===== src/pkg/capture_timer_pkg.sv =====
package capture_timer_pkg;
    // Register indices, byte address is four times the index
    localparam logic [3:0] IDX_CTRL_A   = 4'h0;
    localparam logic [3:0] IDX_CTRL_B   = 4'h1;
    localparam logic [3:0] IDX_EV_CTRL  = 4'h4;
    localparam logic [3:0] IDX_IRQ_EN   = 4'h5;
    localparam logic [3:0] IDX_FLAGS    = 4'h6;
    localparam logic [3:0] IDX_STATUS   = 4'h7;
    localparam logic [3:0] IDX_DBG      = 4'h8;
    localparam logic [3:0] IDX_TEMP     = 4'h9;
    localparam logic [3:0] IDX_CNT_LO   = 4'ha;
    localparam logic [3:0] IDX_CNT_HI   = 4'hb;
    localparam logic [3:0] IDX_COMPARE_CAPTURE_VALUE_LO  = 4'hc;
    localparam logic [3:0] IDX_COMPARE_CAPTURE_VALUE_HI  = 4'hd;
    localparam int ADDR_IDX_LSB = 2;
    localparam int ADDR_IDX_MSB = 5;
    // Field positions
    localparam int CA_ENABLE    = 0;
    localparam int CA_CLK_LSB   = 1;
    localparam int CA_CLK_MSB   = 3;
    localparam int CA_SYNC      = 4;
    localparam int CA_CHAIN     = 5;
    localparam int CA_STDBY     = 6;
    localparam int CB_MODE_MSB  = 2;
    localparam int CB_OUT_EN    = 4;
    localparam int CB_PIN_INIT  = 5;
    localparam int CB_IMMEDIATE_OUTPUT_ENABLE     = 6;
    localparam int EV_LATCH_EVENT_FLAG_EN   = 0;
    localparam int EV_EDGE      = 4;
    localparam int EV_FILTER    = 6;
    localparam int FLAG_LATCH_EVENT_FLAG    = 0;
    localparam int FLAG_WRAP    = 1;
    localparam int DBG_RUN      = 0;
    // Reset values and writable masks
    localparam logic [7:0] RST_REG      = 8'h00;
    localparam logic [7:0] MASK_CTRL_A  = 8'h7f;
    localparam logic [7:0] MASK_CTRL_B  = 8'h77;
    localparam logic [7:0] MASK_EV_CTRL = 8'h51;
    localparam logic [7:0] MASK_IRQ     = 8'h03;
    localparam logic [7:0] MASK_DBG     = 8'h01;
    localparam logic [15:0] CNT_MAX     = 16'hffff;
    localparam logic [15:0] CNT_ZERO    = 16'h0000;
    localparam int NF_SAMPLES = 4;
    // Clock source codes
    localparam logic [2:0] CLK_DIV1  = 3'h0;
    localparam logic [2:0] CLK_DIV2  = 3'h1;
    localparam logic [2:0] CLK_WF0   = 3'h2;
    localparam logic [2:0] CLK_WF1   = 3'h3;
    localparam logic [2:0] CLK_EVENT = 3'h7;
    // Timer mode codes
    localparam logic [2:0] MODE_INT     = 3'h0;
    localparam logic [2:0] MODE_TIMEOUT = 3'h1;
    localparam logic [2:0] MODE_LATCH_EVENT_FLAG    = 3'h2;
    localparam logic [2:0] MODE_FRQ     = 3'h3;
    localparam logic [2:0] MODE_PW      = 3'h4;
    localparam logic [2:0] MODE_FREQ_AND_WIDTH_MODE   = 3'h5;
    localparam logic [2:0] MODE_SINGLE  = 3'h6;
    localparam logic [2:0] MODE_EIGHT_BIT_PWM_MODE    = 3'h7;
    typedef enum logic [1:0] {FPW_IDLE, FPW_FIRST, FPW_SECOND} fpw_t;
endpackage


===== src/hw/capture_timer.sv =====
`timescale 1ns/10ps
module capture_timer
    import capture_timer_pkg::*;
(
    input  wire logic        clk,
    input  wire logic        rst,
    input  wire logic [5:0]  address,
    input  wire logic        read,
    input  wire logic        write,
    input  wire logic [31:0] writedata,
    input  wire logic [3:0]  byteenable,
    output logic      [31:0] readdata,
    output logic             waitrequest,
    input  wire logic        capture_event_in,
    input  wire logic        count_event_in,
    input  wire logic [1:0]  wf_clk_tick,
    input  wire logic [1:0]  wf_restart,
    input  wire logic        standby_sleep,
    input  wire logic        debug_halt,
    output logic             latch_event_flag_event_out,
    output logic             wrap_event_out,
    output logic             wave_out,
    output logic             wave_oe,
    output logic             counter_running
);
    logic [7:0]  control_a;
    logic [7:0]  control_b;
    logic [7:0]  event_control;
    logic [7:0]  irq_enable_reg;
    logic [7:0]  halt_behaviour_reg;
    logic [7:0]  high_byte_buffer;
    logic [1:0]  irq_flag_reg;
    logic [15:0] count_value;
    logic [15:0] compare_capture_value;
    logic [15:0] next_cnt;
    logic [15:0] next_compare_capture_value;
    logic        next_run;
    fpw_t        fpw;
    fpw_t        next_fpw;
    logic [31:0] next_rdata;
    logic [3:0]  idx;
    logic        started;
    logic        wr_hit;
    logic        rd_hit;
    logic [2:0]  clk_sel;
    logic [2:0]  mode;
    logic        active;
    logic        div2;
    logic        cnt_ev_q;
    logic        tick;
    logic        restart_sel;
    logic [NF_SAMPLES-1:0] nf_hist;
    logic        nf_level;
    logic        sel_lvl;
    logic        dly_lvl;
    logic        ev_lvl;
    logic        prev_lvl;
    logic        act;
    logic        opp;
    logic        set_latch_event_flag;
    logic        set_wrap;
    logic        latch_event_flag_mode;

    assign idx     = address[ADDR_IDX_MSB:ADDR_IDX_LSB];
    assign wr_hit  = write & ~waitrequest & byteenable[0];
    assign rd_hit  = read & ~waitrequest;
    assign clk_sel = control_a[CA_CLK_MSB:CA_CLK_LSB];
    assign mode    = control_b[CB_MODE_MSB:0];
    assign latch_event_flag_mode = (mode >= MODE_LATCH_EVENT_FLAG) && (mode <= MODE_FREQ_AND_WIDTH_MODE);
    assign active  = control_a[CA_ENABLE]
        & (~standby_sleep | control_a[CA_STDBY])
        & (~debug_halt | halt_behaviour_reg[DBG_RUN]);

    // Bus handshake: one wait cycle, then accept
    always_ff @(posedge clk)
    begin
        if (rst)
            waitrequest <= 1'b1;
        else
            waitrequest <= ~((read | write) & waitrequest);
    end

    always_comb
    begin
        next_rdata = '0;
        case (idx)
            IDX_CTRL_A:  next_rdata[7:0] = control_a;
            IDX_CTRL_B:  next_rdata[7:0] = control_b;
            IDX_EV_CTRL: next_rdata[7:0] = event_control;
            IDX_IRQ_EN:  next_rdata[7:0] = irq_enable_reg;
            IDX_FLAGS:   next_rdata[1:0] = irq_flag_reg;
            IDX_STATUS:  next_rdata[0]   = counter_running;
            IDX_DBG:     next_rdata[7:0] = halt_behaviour_reg;
            IDX_TEMP:    next_rdata[7:0] = high_byte_buffer;
            IDX_CNT_LO:  next_rdata[7:0] = count_value[7:0];
            IDX_CNT_HI:  next_rdata[7:0] = high_byte_buffer;
            IDX_COMPARE_CAPTURE_VALUE_LO: next_rdata[7:0] = compare_capture_value[7:0];
            IDX_COMPARE_CAPTURE_VALUE_HI: next_rdata[7:0] = high_byte_buffer;
            default:     next_rdata = '0;
        endcase
    end

    always_ff @(posedge clk)
    begin
        if (rst)
            readdata <= '0;
        else if ((read | write) & waitrequest)
            readdata <= next_rdata;
    end

    // Configuration registers
    always_ff @(posedge clk)
    begin
        if (rst)
        begin
            control_a          <= RST_REG;
            control_b          <= RST_REG;
            event_control      <= RST_REG;
            irq_enable_reg     <= RST_REG;
            halt_behaviour_reg <= RST_REG;
        end
        else if (wr_hit)
        begin
            case (idx)
                IDX_CTRL_A:  control_a <= writedata[7:0] & MASK_CTRL_A;
                IDX_CTRL_B:  control_b <= writedata[7:0] & MASK_CTRL_B;
                IDX_EV_CTRL: event_control <= writedata[7:0] & MASK_EV_CTRL;
                IDX_IRQ_EN:  irq_enable_reg <= writedata[7:0] & MASK_IRQ;
                IDX_DBG:     halt_behaviour_reg <= writedata[7:0] & MASK_DBG;
                default:     control_a <= control_a;
            endcase
        end
    end

    // Byte buffer for 16-bit access
    always_ff @(posedge clk)
    begin
        if (rst)
            high_byte_buffer <= RST_REG;
        else if (wr_hit && (idx == IDX_TEMP || idx == IDX_CNT_LO
                            || idx == IDX_COMPARE_CAPTURE_VALUE_LO))
            high_byte_buffer <= writedata[7:0];
        else if (rd_hit && idx == IDX_CNT_LO)
            high_byte_buffer <= count_value[15:8];
        else if (rd_hit && idx == IDX_COMPARE_CAPTURE_VALUE_LO)
            high_byte_buffer <= compare_capture_value[15:8];
    end

    // Count tick selection
    always_ff @(posedge clk)
    begin
        if (rst)
        begin
            div2     <= 1'b0;
            cnt_ev_q <= 1'b0;
        end
        else
        begin
            div2     <= active ? ~div2 : 1'b0;
            cnt_ev_q <= count_event_in;
        end
    end

    always_comb
    begin
        case (clk_sel)
            CLK_DIV1:  tick = 1'b1;
            CLK_DIV2:  tick = div2;
            CLK_WF0:   tick = wf_clk_tick[0];
            CLK_WF1:   tick = wf_clk_tick[1];
            CLK_EVENT: tick = count_event_in & ~cnt_ev_q;
            default:   tick = 1'b0;
        endcase
    end

    assign restart_sel = (clk_sel == CLK_WF1) ? wf_restart[1]
                                              : wf_restart[0];

    // Capture input: noise canceller, chain delay, edge detect
    always_ff @(posedge clk)
    begin
        if (rst)
        begin
            nf_hist  <= '0;
            nf_level <= 1'b0;
            dly_lvl  <= 1'b0;
            prev_lvl <= 1'b0;
        end
        else
        begin
            nf_hist <= {nf_hist[NF_SAMPLES-2:0], capture_event_in};
            if (&nf_hist || ~|nf_hist)
                nf_level <= nf_hist[0];
            dly_lvl  <= sel_lvl;
            prev_lvl <= ev_lvl;
        end
    end

    assign sel_lvl = event_control[EV_FILTER] ? nf_level
                                              : capture_event_in;
    assign ev_lvl  = control_a[CA_CHAIN] ? dly_lvl : sel_lvl;
    assign act = event_control[EV_LATCH_EVENT_FLAG_EN] & active
        & (event_control[EV_EDGE] ? (prev_lvl & ~ev_lvl)
                                  : (ev_lvl & ~prev_lvl));
    assign opp = event_control[EV_LATCH_EVENT_FLAG_EN] & active
        & (event_control[EV_EDGE] ? (ev_lvl & ~prev_lvl)
                                  : (prev_lvl & ~ev_lvl));

    // Counting and mode behaviour
    always_comb
    begin
        next_cnt  = count_value;
        next_compare_capture_value = compare_capture_value;
        next_run  = started;
        next_fpw  = fpw;
        set_latch_event_flag  = 1'b0;
        set_wrap  = 1'b0;
        if (!control_a[CA_ENABLE])
        begin
            next_run = 1'b0;
            next_fpw = FPW_IDLE;
        end
        else
        begin
            case (mode)
                MODE_TIMEOUT:
                    if (act)
                        next_run = 1'b1;
                    else if (opp)
                        next_run = 1'b0;
                MODE_SINGLE:
                    if (act || (event_control[EV_EDGE] && opp))
                        next_run = 1'b1;
                MODE_FREQ_AND_WIDTH_MODE:
                    next_run = (fpw != FPW_IDLE);
                default:
                    next_run = 1'b1;
            endcase
            if (started && tick && active)
            begin
                next_cnt = count_value + 16'h0001;
                set_wrap = (count_value == CNT_MAX);
                if ((mode == MODE_INT || mode == MODE_TIMEOUT
                     || mode == MODE_SINGLE)
                    && count_value == compare_capture_value)
                begin
                    next_cnt = CNT_ZERO;
                    set_latch_event_flag = 1'b1;
                    if (mode == MODE_SINGLE)
                        next_run = 1'b0;
                end
                if (mode == MODE_EIGHT_BIT_PWM_MODE
                    && count_value[7:0] == compare_capture_value[7:0])
                    next_cnt = CNT_ZERO;
            end
            case (mode)
                MODE_LATCH_EVENT_FLAG:
                    if (act)
                    begin
                        next_compare_capture_value = count_value;
                        set_latch_event_flag  = 1'b1;
                    end
                MODE_FRQ:
                    if (act)
                    begin
                        next_compare_capture_value = count_value;
                        next_cnt  = CNT_ZERO;
                        set_latch_event_flag  = 1'b1;
                    end
                MODE_PW:
                    if (opp)
                    begin
                        next_compare_capture_value = count_value;
                        set_latch_event_flag  = 1'b1;
                    end
                    else if (act)
                        next_cnt = CNT_ZERO;
                MODE_FREQ_AND_WIDTH_MODE:
                    case (fpw)
                        FPW_IDLE:
                            if (act)
                            begin
                                next_cnt = CNT_ZERO;
                                next_run = 1'b1;
                                next_fpw = FPW_FIRST;
                            end
                        FPW_FIRST:
                            if (opp)
                            begin
                                next_compare_capture_value = count_value;
                                next_fpw  = FPW_SECOND;
                            end
                        FPW_SECOND:
                            if (act)
                            begin
                                next_run = 1'b0;
                                set_latch_event_flag = 1'b1;
                                next_fpw = FPW_IDLE;
                            end
                        default:
                            next_fpw = FPW_IDLE;
                    endcase
                default:
                    next_compare_capture_value = compare_capture_value;
            endcase
            if (active && control_a[CA_SYNC] && restart_sel)
                next_cnt = CNT_ZERO;
        end
    end

    always_ff @(posedge clk)
    begin
        if (rst)
        begin
            count_value           <= CNT_ZERO;
            compare_capture_value <= CNT_ZERO;
            counter_running       <= 1'b0;
            started               <= 1'b0;
            fpw                   <= FPW_IDLE;
        end
        else
        begin
            // Status reads zero while standby or debug gating holds it
            started         <= next_run;
            counter_running <= next_run & active;
            fpw             <= next_fpw;
            if (wr_hit && idx == IDX_CNT_HI)
                count_value <= {writedata[7:0], high_byte_buffer};
            else
                count_value <= next_cnt;
            if (wr_hit && idx == IDX_COMPARE_CAPTURE_VALUE_HI)
                compare_capture_value <= {writedata[7:0],
                                          high_byte_buffer};
            else
                compare_capture_value <= next_compare_capture_value;
        end
    end

    // Flags and event outputs, a set beats a clear
    always_ff @(posedge clk)
    begin
        if (rst)
        begin
            irq_flag_reg   <= '0;
            latch_event_flag_event_out <= 1'b0;
            wrap_event_out <= 1'b0;
        end
        else
        begin
            latch_event_flag_event_out <= set_latch_event_flag;
            wrap_event_out <= set_wrap;
            if (set_wrap)
                irq_flag_reg[FLAG_WRAP] <= 1'b1;
            else if (wr_hit && idx == IDX_FLAGS && writedata[FLAG_WRAP])
                irq_flag_reg[FLAG_WRAP] <= 1'b0;
            if (set_latch_event_flag)
                irq_flag_reg[FLAG_LATCH_EVENT_FLAG] <= 1'b1;
            else if ((wr_hit && idx == IDX_FLAGS && writedata[FLAG_LATCH_EVENT_FLAG])
                     || (rd_hit && latch_event_flag_mode && idx == IDX_COMPARE_CAPTURE_VALUE_LO))
                irq_flag_reg[FLAG_LATCH_EVENT_FLAG] <= 1'b0;
        end
    end

    // Pin output
    always_ff @(posedge clk)
    begin
        if (rst)
        begin
            wave_out <= 1'b0;
            wave_oe  <= 1'b0;
        end
        else
        begin
            wave_oe <= control_b[CB_OUT_EN];
            if (!control_a[CA_ENABLE])
                wave_out <= (mode == MODE_EIGHT_BIT_PWM_MODE || mode == MODE_SINGLE)
                            ? 1'b0 : control_b[CB_PIN_INIT];
            else if (mode == MODE_EIGHT_BIT_PWM_MODE)
                wave_out <= count_value[7:0] < compare_capture_value[15:8];
            else if (mode == MODE_SINGLE)
            begin
                if (control_b[CB_IMMEDIATE_OUTPUT_ENABLE] && (act
                    || (event_control[EV_EDGE] && opp)))
                    wave_out <= 1'b1;
                else if (next_run && !started)
                    wave_out <= 1'b1;
                else if (started && !next_run)
                    wave_out <= 1'b0;
            end
        end
    end
endmodule


===== config.mk =====
export PLATFORM = sky130hd
export DESIGN_NAME = capture_timer
export DESIGN_NICKNAME = d
export VERILOG_FILES = /design/src/pkg/capture_timer_pkg.sv /design/src/hw/capture_timer.sv
export SDC_FILE = /design/constraint.sdc
export NUM_CORES = 1
export LEC_CHECK = 0
export BUFFER_PORTS_ARGS = -buffer_cell sky130_fd_sc_hd__buf_2
export CORE_MARGIN = 2
export CORE_UTILIZATION = 57
export DETAILED_ROUTE_END_ITERATION = 10
export PLACE_DENSITY = 0.91
export SYNTH_ARGS = -nofsm -noshare
export SYNTH_HDL_FRONTEND = slang
export SYNTH_SLANG_ARGS = --single-unit

===== constraint.sdc =====
create_clock -name clk -period 2.84 [get_ports clk]
set_clock_uncertainty 0.05 [all_clocks]
set_input_delay 0.142 -clock clk [delete_from_list [all_inputs] [get_ports clk]]
set_output_delay 0.142 -clock clk [all_outputs]
set_load 0.05 [all_outputs]

==> results of run 1 <==
[final timing paths]
kind / endpoint / slack [ps] / depth (start not counted)
worst max-delay path: count_value[2] / 170 / 9
worst min-delay path: count_value[15] / 10 / 3
worst max register to register: count_value[2] / 170 / 9
worst min register to register: div2 / 410 / 1
[routing by layer]
layer  vias up  global-route usage  routed length (um)
li1       2347                   -                   -
met1      2414               0.377                5750
met2       397               0.485                7340
met3       109              0.0971                1710
met4         0               0.186                 973
met5         -                   0                   0
[critical path: stages, from the launching register on]
cell and delay (ps):
dfxtp_1 530, xnor2_1 180, nand4_1 200, nor2_1 290, o21bai_1 100, a21boi_1 370
a211oi_4 180, and2_4 270, a221oi_2 270, nor2_1 70
[timing repair]
item,4_1_cts,5_1_grt
hold buffers,1,1
hold endpoints to repair,1,1
setup buffers,0,0
[through the flow]
stage / hold WS, ps / std cells / utilization
6_report: 10.1 / 801 / 0.634
5_1_grt: 14.7 / 801 / 0.634
4_1_cts: 8.35 / 800 / 0.633
3_5_place_dp: 329 / 784 / 0.603
3_3_place_gp: 320 / 784 / 0.603
2_1_floorplan: 220 / 686 / -
[placed cells by master, fill, tap and decap left out, types with 4 or more instances in the layout]
cell / n
a211oi_1: 17
a21o_1: 4
a21oi_1: 39
a221oi_2: 9
a22oi_1: 11
a311oi_1: 8
a31oi_1: 11
and3_1: 8
buf_2: 38
buf_4: 16
bufinv_16: 4
clkbuf_8: 10
conb_1: 24
dfxtp_1: 87
ha_1: 8
inv_1: 19
mux2i_1: 31
nand2_1: 60
nand2b_1: 11
nand3_1: 27
nand4_1: 8
nand4b_1: 4
nor2_1: 95
nor2b_1: 12
nor3_1: 10
nor3b_1: 10
o21ai_0: 18
xnor2_1: 23
xor2_1: 4
[final cells by class]
class                           count  share of cell area
Multi-Input combinational cell    513               0.563
Inverter                           19              0.0122
Tap cell                          111              0.0238
Timing Repair Buffer               56              0.0567
Clock buffer                       10              0.0236
Clock inverter                      5              0.0221
Sequential cell                    87               0.299
[report_power, final]
group          leakage [nW]  switching, mW  internal, mW  total, mW
logic                  1.36          0.189        0.0540      0.243
registers             0.703         0.0117          1.23       1.24
clock network         0.133          0.461         0.696       1.16
[logic make-up after synthesis]
logic type,share of synthesized area
XOR/XNOR,0.0441
other,0.000700
adder cells (fa/ha/maj),0.0187
AO/OA/AOI/OAI,0.198
buffers and inverters,0.0815
AND/OR/NAND/NOR,0.250
multiplexers,0.0824
flip-flops,0.325
==> impl_metrics.csv, run 1 <==
group,metric,value,unit
run_status,status,"finished clean",
synthesis,ys_warn_count,0,
sta,fin_crit,2670,ps
cts,cts_root_buf,"clkbuf_8",
global_routing,grt_max_degree,77,
place,pre_cts_ws,320,ps
cts,clk_latency,370,ps
global_routing,gr-usage-all-layers,0.312,
place,gp_congestion,1.02,
route,vias,5267,
route,vias_per_cell,6.58,
die,die_area,10200,um2
cts,cts_buffer_depth,2,
worst_setup_path,end_kind,"flip-flop",
synthesis,avgSynthCellArea,8.08,um2
synthesis,syn_area,5360,um2
layout,syn_to_final_growth,8.76,%
sta,max_freq,375,MHz
synthesis,yosys.area.top_type,"dfxtp_1",
place,portBuffers,38,
pwr,finalPower,2.64,mW
layout,finalInstanceArea,5830,um2
synthesis,synth.distinct_cells,71,
global_routing,antenna_found_initial,0,
layout,diodes,0,
route,drcViolationCount,0,
sta,rsz0062_at_grt,"false",
synthesis,netlist_instances,663,
cts,post_cts_resized,0,
pwr,p_per_area,453,nW/um2
worst_hold_path,holdCritStartpoint,"writedata[7]",
route,firstDrtPassIters,5,
sta,setup_ws,175,ps
job,cap_violations,0,
global_routing,grt_pass1_wl,24800,um
worst_setup_path,cp-start-kind,"flip-flop",
route,avgRoutedWirePerCell,19.7,um
route,drt_wl_total,15800,um
die,ios,92,
synthesis,synth_ff_type,"dfxtp_1",
route,ant_nets,0,
layout,regArea,1740,um2
synthesis,synth.most_common_cell,"nor2_1",
worst_setup_path,cp_data_required_time,3010,ps
synthesis,synth-seq-cells,87,
synthesis,synthArstFlopShare,0,
sta,finalHoldViolCount,0,
die,die_w,101,um
die,die_y,101,um
sta,setup_tns,0,ps
worst_hold_path,hp-class,"primary input to flip-flop",
worst_setup_path,crit_arrival,2840,ps
sta,slew_headroom,0.467,
place,hpwl,10800,um
die,start_util,0.583,
synthesis,synth.area.top_cells,"dfxtp_1 33%, nor2_1 6.7%, mux2i_1 5.8%",
worst_setup_path,r2r_start,"count_value[8]",
worst_setup_path,worstPathMaxFanout,10,
sta,tightest_slew,800,ps
global_routing,grt_overflow_total,0,
cts,cts_made_buffers,9,
sta,setup_viol,0,
worst_setup_path,crit_type,"flip-flop to flip-flop",
layout,drive_gt1_frac,0.155,
layout,num-fill-cells,707,
cts,cts_sinks,87,
die,core_area,9200,um2
layout,multi_input_area,3280,um2
layout,final_nets,748,
synthesis,synth_edf_count,0,
synthesis,synth_top_area_frac,0.325,
route,drtIter0Drc,616,
sta,finalCritPeriodShare,0.939,
synthesis,synth_common_cells,"95 x nor2_1, 87 x dfxtp_1, 60 x nand2_1",
pwr,max-vdd-ir-drop,0.000262,V
cts,h-tree-depth,3,
worst_setup_path,setup.worst_path.start,"count_value[8]",
cts,clk_pin_slew_worst_paths,90,ps
layout,largestRegisters,"compare_capture_value x16, count_value x16",
sta,slew_viol_final,0,
cts,cts_tree,"yes",
die,rows,35,
synthesis,ys_seq_area_frac,0.325,
place,dpl_cell_area,5540,um2
pwr,p_leak,2.19,nW
global_routing,grt_pass1_vias,5099,
Power figures use the tool's default switching activity.
==> run 2, diff against run 1 <==
--- a/config.mk
+++ b/config.mk
@@ -5,11 +5,13 @@
 export SDC_FILE = /design/constraint.sdc
 export NUM_CORES = 1
 export LEC_CHECK = 0
+export ABC_AREA = 1
 export BUFFER_PORTS_ARGS = -buffer_cell sky130_fd_sc_hd__buf_2
 export CORE_MARGIN = 2
-export CORE_UTILIZATION = 57
+export CORE_UTILIZATION = 35
 export DETAILED_ROUTE_END_ITERATION = 10
-export PLACE_DENSITY = 0.91
+export PLACE_DENSITY = 0.64
+export SKIP_CTS_REPAIR_TIMING = 1
 export SYNTH_ARGS = -nofsm -noshare
 export SYNTH_HDL_FRONTEND = slang
 export SYNTH_SLANG_ARGS = --single-unit
==> run 2 against run 1 <==
  * The run now ends with negative hold slack left
  * Synthesized cell count up 16%
  * Hold slack worse by 40 ps
  * Die area up 53%
  * Sequential cell count unchanged
  * Non-clock buffer count down 8
  * Clock power up 12%
  * Clock-buffer cell count unchanged
  * Area after synthesis down 4.9%
  * Utilization down 24 points
  * Combinational power down 7%
  * Fmax up 12%
  * Highest routed layer unchanged
==> impl_metrics.csv, run 2 <==
group,metric,value,unit
layout,finalInstanceArea,5710,um2
layout,drive_gt1_frac,0.107,
worst_setup_path,rrSetupSlack,450,ps
place,pre_cts_ws,532,ps
sta,finalHoldViolCount,2,
place,gp_congestion,0.940,
cts,clk_pin_slew_worst_paths,70,ps
route,ant_nets,0,
cts,h-tree-depth,3,
layout,final_common_cell,"nand2_1",
layout,num-fill-cells,1527,
sta,rsz0062_at_grt,"false",
synthesis,synth.distinct_cells,44,
sta,finalCritPeriodShare,0.841,
layout,final_cells,989,
synthesis,synth-seq-cells,87,
job,cap_violations,0,
place,hpwl,11500,um
pwr,clkPwrFrac,0.469,
synthesis,synth_edf_count,0,
global_routing,grt_pass1_vias,4673,
die,rows,44,
pwr,p_sw,0.711,mW
sta,setup_tns,0,ps
sta,fin_hold_ws,-30.4,ps
pwr,swShare,0.257,
worst_setup_path,path_buf_inv,2,
worst_setup_path,cp_data_required_time,3080,ps
pwr,p_leak,2.40,nW
die,die_w,125,um
synthesis,netlist_instances,766,
pwr,finalPower,2.76,mW
sta,tightest_slew,864,ps
worst_setup_path,crit_family,"simple AND/OR/NAND/NOR gates",
synthesis,yosys.area.top_type,"dfxtp_1",
global_routing,grt_pass1_wl,24500,um
worst_setup_path,cp-start-kind,"flip-flop",
synthesis,synthArstFlopShare,0,
worst_setup_path,crit_arrival,2630,ps
layout,largestRegisters,"compare_capture_value x16, count_value x16",
synthesis,synth.most_common_cell,"nand2_1",
synthesis,synth_top_area_frac,0.342,
layout,final_nets,862,
layout,diodes,0,
worst_setup_path,end_kind,"flip-flop",
place,portBuffers,38,
place,dpl_cell_area,5390,um2
route,drtIter0Drc,407,
sta,fin_crit,2390,ps
cts,cts_root_buf,"clkbuf_16",
layout,syn_to_final_growth,12.0,%
route,drt_wl_total,15200,um
synthesis,synth_common_cells,"165 x nand2_1, 94 x inv_1, 87 x dfxtp_1",
sta,setup_viol,0,
synthesis,synth.area.top_cells,"dfxtp_1 34%, nand2_1 12%, a21oi_1 7.8%",
pwr,power.internal,2.05,mW
worst_setup_path,max_stage_delay,480,ps
route,avgRoutedWirePerCell,15.4,um
synthesis,ys_warn_count,0,
sta,setup_ws,452,ps
global_routing,antenna_found_initial,0,
die,core_area,14400,um2
cts,cts_made_buffers,9,
cts,cts_sinks,87,
global_routing,gr-usage-all-layers,0.196,
die,die_y,125,um
global_routing,grt_max_degree,48,
die,die_area,15500,um2
run_status,failed_checks,"negative hold slack",
synthesis,avgSynthCellArea,6.65,um2
route,vias,5149,
worst_hold_path,hp-class,"primary input to flip-flop",
pwr,p_comb_frac,0.082,
die,start_util,0.355,
sta,slew_headroom,0.424,
worst_setup_path,crit_type,"flip-flop to flip-flop",
worst_setup_path,worstPathMaxFanout,10,
pwr,p_per_area,484,nW/um2
cts,cts_buffer_depth,2,
die,ios,92,
cts,cts_tree,"yes",
route,firstDrtPassIters,5,
route,drcViolationCount,0,
pwr,p_seq_frac,0.449,
worst_setup_path,slowest_stage,"dfxtp_1",
layout,layout_common_cells,"165 x nand2_1, 94 x inv_1, 87 x dfxtp_1",
cts,clk_latency,340,ps
synthesis,synth_ff_type,"dfxtp_1",
sta,max_freq,419,MHz
synthesis,ys_seq_area_frac,0.342,
layout,final_core_util,0.397,
synthesis,syn_area,5100,um2
pwr,max-vdd-ir-drop,0.000246,V
place,place_inst,973,
run_status,status,"complete, but fails checks",
worst_setup_path,crit_chain,"nand3_4 -> nor2_1 -> and2_1 -> nand4_1 -> nor3_1 -> nand3_1 -> nor3b_1 -> buf_4 -> a31oi_1 -> inv_1",
global_routing,grt_overflow_total,0,
sta,slew_viol_final,0,
route,vias_per_cell,5.21,
## run 2: kinds of logic after synthesis
logic type / count (synthesis) / share of synthesized area
adder cells (fa/ha/maj): 8 / 0.0196
buffers and inverters: 150 / 0.133
AO/OA/AOI/OAI: 194 / 0.214
XOR/XNOR: 12 / 0.0206
multiplexers: 2 / 0.00442
AND/OR/NAND/NOR: 312 / 0.267
flip-flops: 87 / 0.342
other: 1 / 0.000736
## run 2: layout make-up
cell class / count / area (um2) / area share
inverters: 102 / 383 / 0.0671
multi-input cells: 552 / 2770 / 0.484
well taps: 184 / 230 / 0.0403
clock inverters: 6 / 93.8 / 0.0164
repair buffers: 48 / 265 / 0.0465
flip-flops and latches: 87 / 1740 / 0.305
clock buffers: 10 / 229 / 0.0401
## run 2: worst paths after layout
check                 startpoint               to  cells after the start
setup / recovery    control_a[0]  irq_flag_reg[1]                     10
hold / removal    count_event_in         cnt_ev_q                      3
setup reg to reg    control_a[0]  irq_flag_reg[1]                     10
hold reg to reg       nf_hist[2]       nf_hist[3]                      2
## run 2: tightest hold or removal path: stages
cell and delay, ps:
buf_2 100, inv_1 40, nor2_1 30
## run 2: layer usage
layer  GRT usage  routed length (um)  vias up
li1            -                   -     2574
met1       0.268                6840     2363
met2       0.316                7160      188
met3      0.0369                 955       24
met4      0.0549                 266        0
met5           0                   0        -
## run 2: power by group through the flow
stage	Sequential, mW	Clock, mW	Combinational, mW
2_1_floorplan	1.28	0	0.174
3_3_place_gp	1.27	0	0.225
3_5_place_dp	1.27	0	0.226
4_1_cts	1.24	1.32	0.226
5_1_grt	1.24	1.38	0.245
6_report	1.24	1.30	0.227
==> run 3, diff against run 2 <==
--- a/config.mk
+++ b/config.mk
@@ -10,7 +10,7 @@
 export CORE_MARGIN = 2
 export CORE_UTILIZATION = 35
 export DETAILED_ROUTE_END_ITERATION = 10
-export PLACE_DENSITY = 0.64
+export PLACE_DENSITY = 0.66
 export SKIP_CTS_REPAIR_TIMING = 1
 export SYNTH_ARGS = -nofsm -noshare
 export SYNTH_HDL_FRONTEND = slang
==> constraint.sdc (replaced) <==
create_clock -name clk -period 2.15 [get_ports clk]
set_clock_uncertainty 0.05 [all_clocks]
set_input_delay 0.1075 -clock clk [delete_from_list [all_inputs] [get_ports clk]]
set_output_delay 0.1075 -clock clk [all_outputs]
set_load 0.05 [all_outputs]
==> run 3 against run 2 <==
  * The flow still finishes with violations (negative hold slack)
  * Critical path depth rose by 3
  * Fmax rose by 17%
  * Combinational power rose by 45%
  * Hold slack improved by 26 ps
  * Final area rose by 8.5%
  * Via count rose by 3.1%
  * Clock power rose by 33%
  * Global-route usage rose by 0.65 points
  * Sequential cell count did not move
  * Register-to-register slack got worse by 340 ps
  * Largest cell class unchanged
==> impl_metrics.csv, run 3 (same netlist as run 2, synthesis figures left out) <==
group,metric,value,unit
run_status,status,"complete, but fails checks",
run_status,failed_checks,"negative hold slack",
route,vias_per_cell,5.12,
route,wl_met3,1060,um
pwr,p_per_area,597,nW/um2
layout,drive_gt1_frac,0.202,
die,core_area,14400,um2
worst_setup_path,cp_data_required_time,2350,ps
cts,h-tree-depth,3,
route,wl_met1,6990,um
cts,clk_pin_slew_worst_paths,60,ps
place,dpl_cell_area,5710,um2
layout,final_cells,1036,
cts,cts_root_buf,"clkbuf_16",
place,pre_cts_ws,61.5,ps
place,hpwl,12000,um
worst_setup_path,slowest_stage,"dfxtp_1",
worst_setup_path,worstPathMaxFanout,3,
global_routing,grt_pass1_wl,25200,um
worst_setup_path,cp-start-kind,"flip-flop",
die,start_util,0.355,
worst_setup_path,r2r_start,"compare_capture_value[9]",
route,avgRoutedWirePerCell,15.3,um
die,die_y,125,um
sta,slew_headroom,0.457,
worst_setup_path,end_kind,"flip-flop",
global_routing,gr-usage-all-layers,0.202,
layout,final_common_cell,"nand2_1",
route,drtIter0Drc,521,
worst_setup_path,reg2regPathDepth,13,
cts,clk_latency,360,ps
worst_setup_path,rrSetupSlack,110,ps
die,rows,44,
layout,largestRegisters,"compare_capture_value x16, count_value x16",
layout,syn_to_final_growth,21.6,%
place,portBuffers,38,
route,ant_nets,0,
global_routing,grt_pass1_vias,4935,
sta,setup_viol,0,
worst_setup_path,cp-endpoint,"wave_out",
sta,finalCritPeriodShare,0.949,
place,gp_congestion,0.964,
layout,finalInstanceArea,6200,um2
sta,setup_tns,0,ps
cts,cts_buffer_depth,2,
worst_setup_path,crit_arrival,2240,ps
route,drt_wl_total,15800,um
die,ios,92,
die,die_area,15500,um2
worst_setup_path,r2r_end,"wave_out",
layout,final_nets,909,
worst_hold_path,hp-class,"primary input to flip-flop",
route,drcViolationCount,0,
route,wl_met2,7300,um
sta,rsz0062_at_grt,"true",
place,place_inst,1014,
layout,layout_common_cells,"159 x nand2_1, 88 x inv_1, 77 x a21oi_1",
worst_setup_path,crit_type,"flip-flop to flip-flop",
sta,max_freq,490,MHz
cts,cts_made_buffers,9,
layout,diodes,0,
route,vias,5307,
pwr,max-vdd-ir-drop,0.000402,V
global_routing,antenna_found_initial,0,
sta,slew_viol_final,0,
sta,fin_crit,2040,ps
worst_setup_path,max_stage_delay,360,ps
job,cap_violations,0,
pwr,p_leak,2.65,nW
worst_setup_path,crit_chain,"inv_1 -> buf_4 -> ha_1 -> a21boi_0 -> o211ai_1 -> a21oi_1 -> o31ai_1 -> inv_1 -> nand2_1 -> nand2_1 -> nand2_1 -> nand2_1 -> nor2_1",
global_routing,grt_overflow_total,0,
sta,fin_hold_ws,-4.41,ps
worst_setup_path,setup.worst_path.start,"compare_capture_value[9]",
global_routing,grt_max_degree,34,
sta,setup_ws,109,ps
sta,finalHoldViolCount,2,
worst_setup_path,cp_common_cell,"nand2_1",
cts,cts_sinks,87,
route,topRoutingLayerUsed,"met4",
route,firstDrtPassIters,5,
cts,cts_tree,"yes",
die,die_w,125,um
sta,tightest_slew,815,ps
==> run 3: cell count changes in the layout (fill, tap and decap cells not counted), sizes merged <==
cell	delta
buf	+44
clkbuf	-1
clkinv	+1
dlygate4sd3	+3
==> run 3: routing by layer <==
metal | GRT usage | vias to the layer above
li1 | - | 2673
met1 | 0.268 | 2419
met2 | 0.328 | 179
met3 | 0.0382 | 36
met4 | 0.0747 | 0
met5 | 0 | -
==> run 3: how the worst min path moves through the flow <==
| stage | to | startpoint | cells after the start | slack, ps |
|---|---|---|---|---|
| 6_report | dly_lvl | capture_event_in | 3 | -4 |
| 5_1_grt | count_value[11] | writedata[3] | 3 | 6 |
| 4_1_cts | cnt_ev_q | count_event_in | 3 | -80 |
| 3_5_place_dp | cnt_ev_q | count_event_in | 3 | 290 |
| 3_3_place_gp | cnt_ev_q | count_event_in | 3 | 280 |
| 2_1_floorplan | cnt_ev_q | count_event_in | 2 | 160 |
==> run 3: final cells by class <==
type / instances / area, um2
sequential: 87 / 1760
multi-input combinational: 552 / 2860
clock buffer: 9 / 225
tap: 184 / 230
timing repair buffer: 95 / 638
clock inverter: 7 / 95.1
fill: 1515 / 8170
inverter: 102 / 383
==> run 3: metrics by stage <==
step           power [mW]   util
6_report             3.70  0.431
5_1_grt              3.81  0.431
4_1_cts              3.71  0.419
3_5_place_dp         1.99  0.397
3_3_place_gp         1.99  0.397
2_1_floorplan        1.92      -
==> run 3: where the power goes <==
| group | internal, mW | total (mW) | switching [mW] |
|---|---|---|---|
| Clock | 1.02 | 1.73 | 0.711 |
| Combinational | 0.0747 | 0.329 | 0.254 |
| Sequential | 1.63 | 1.64 | 0.0114 |
| Total | 2.72 | 3.70 | 0.977 |
==> run 3: critical path, delay by kind of cell, from the launching register on <==
family	cells	cell delay, ps
simple gates	5	250
compound gates	4	740
fa+ha+maj	1	260
flops	1	360
buf+inv	3	280
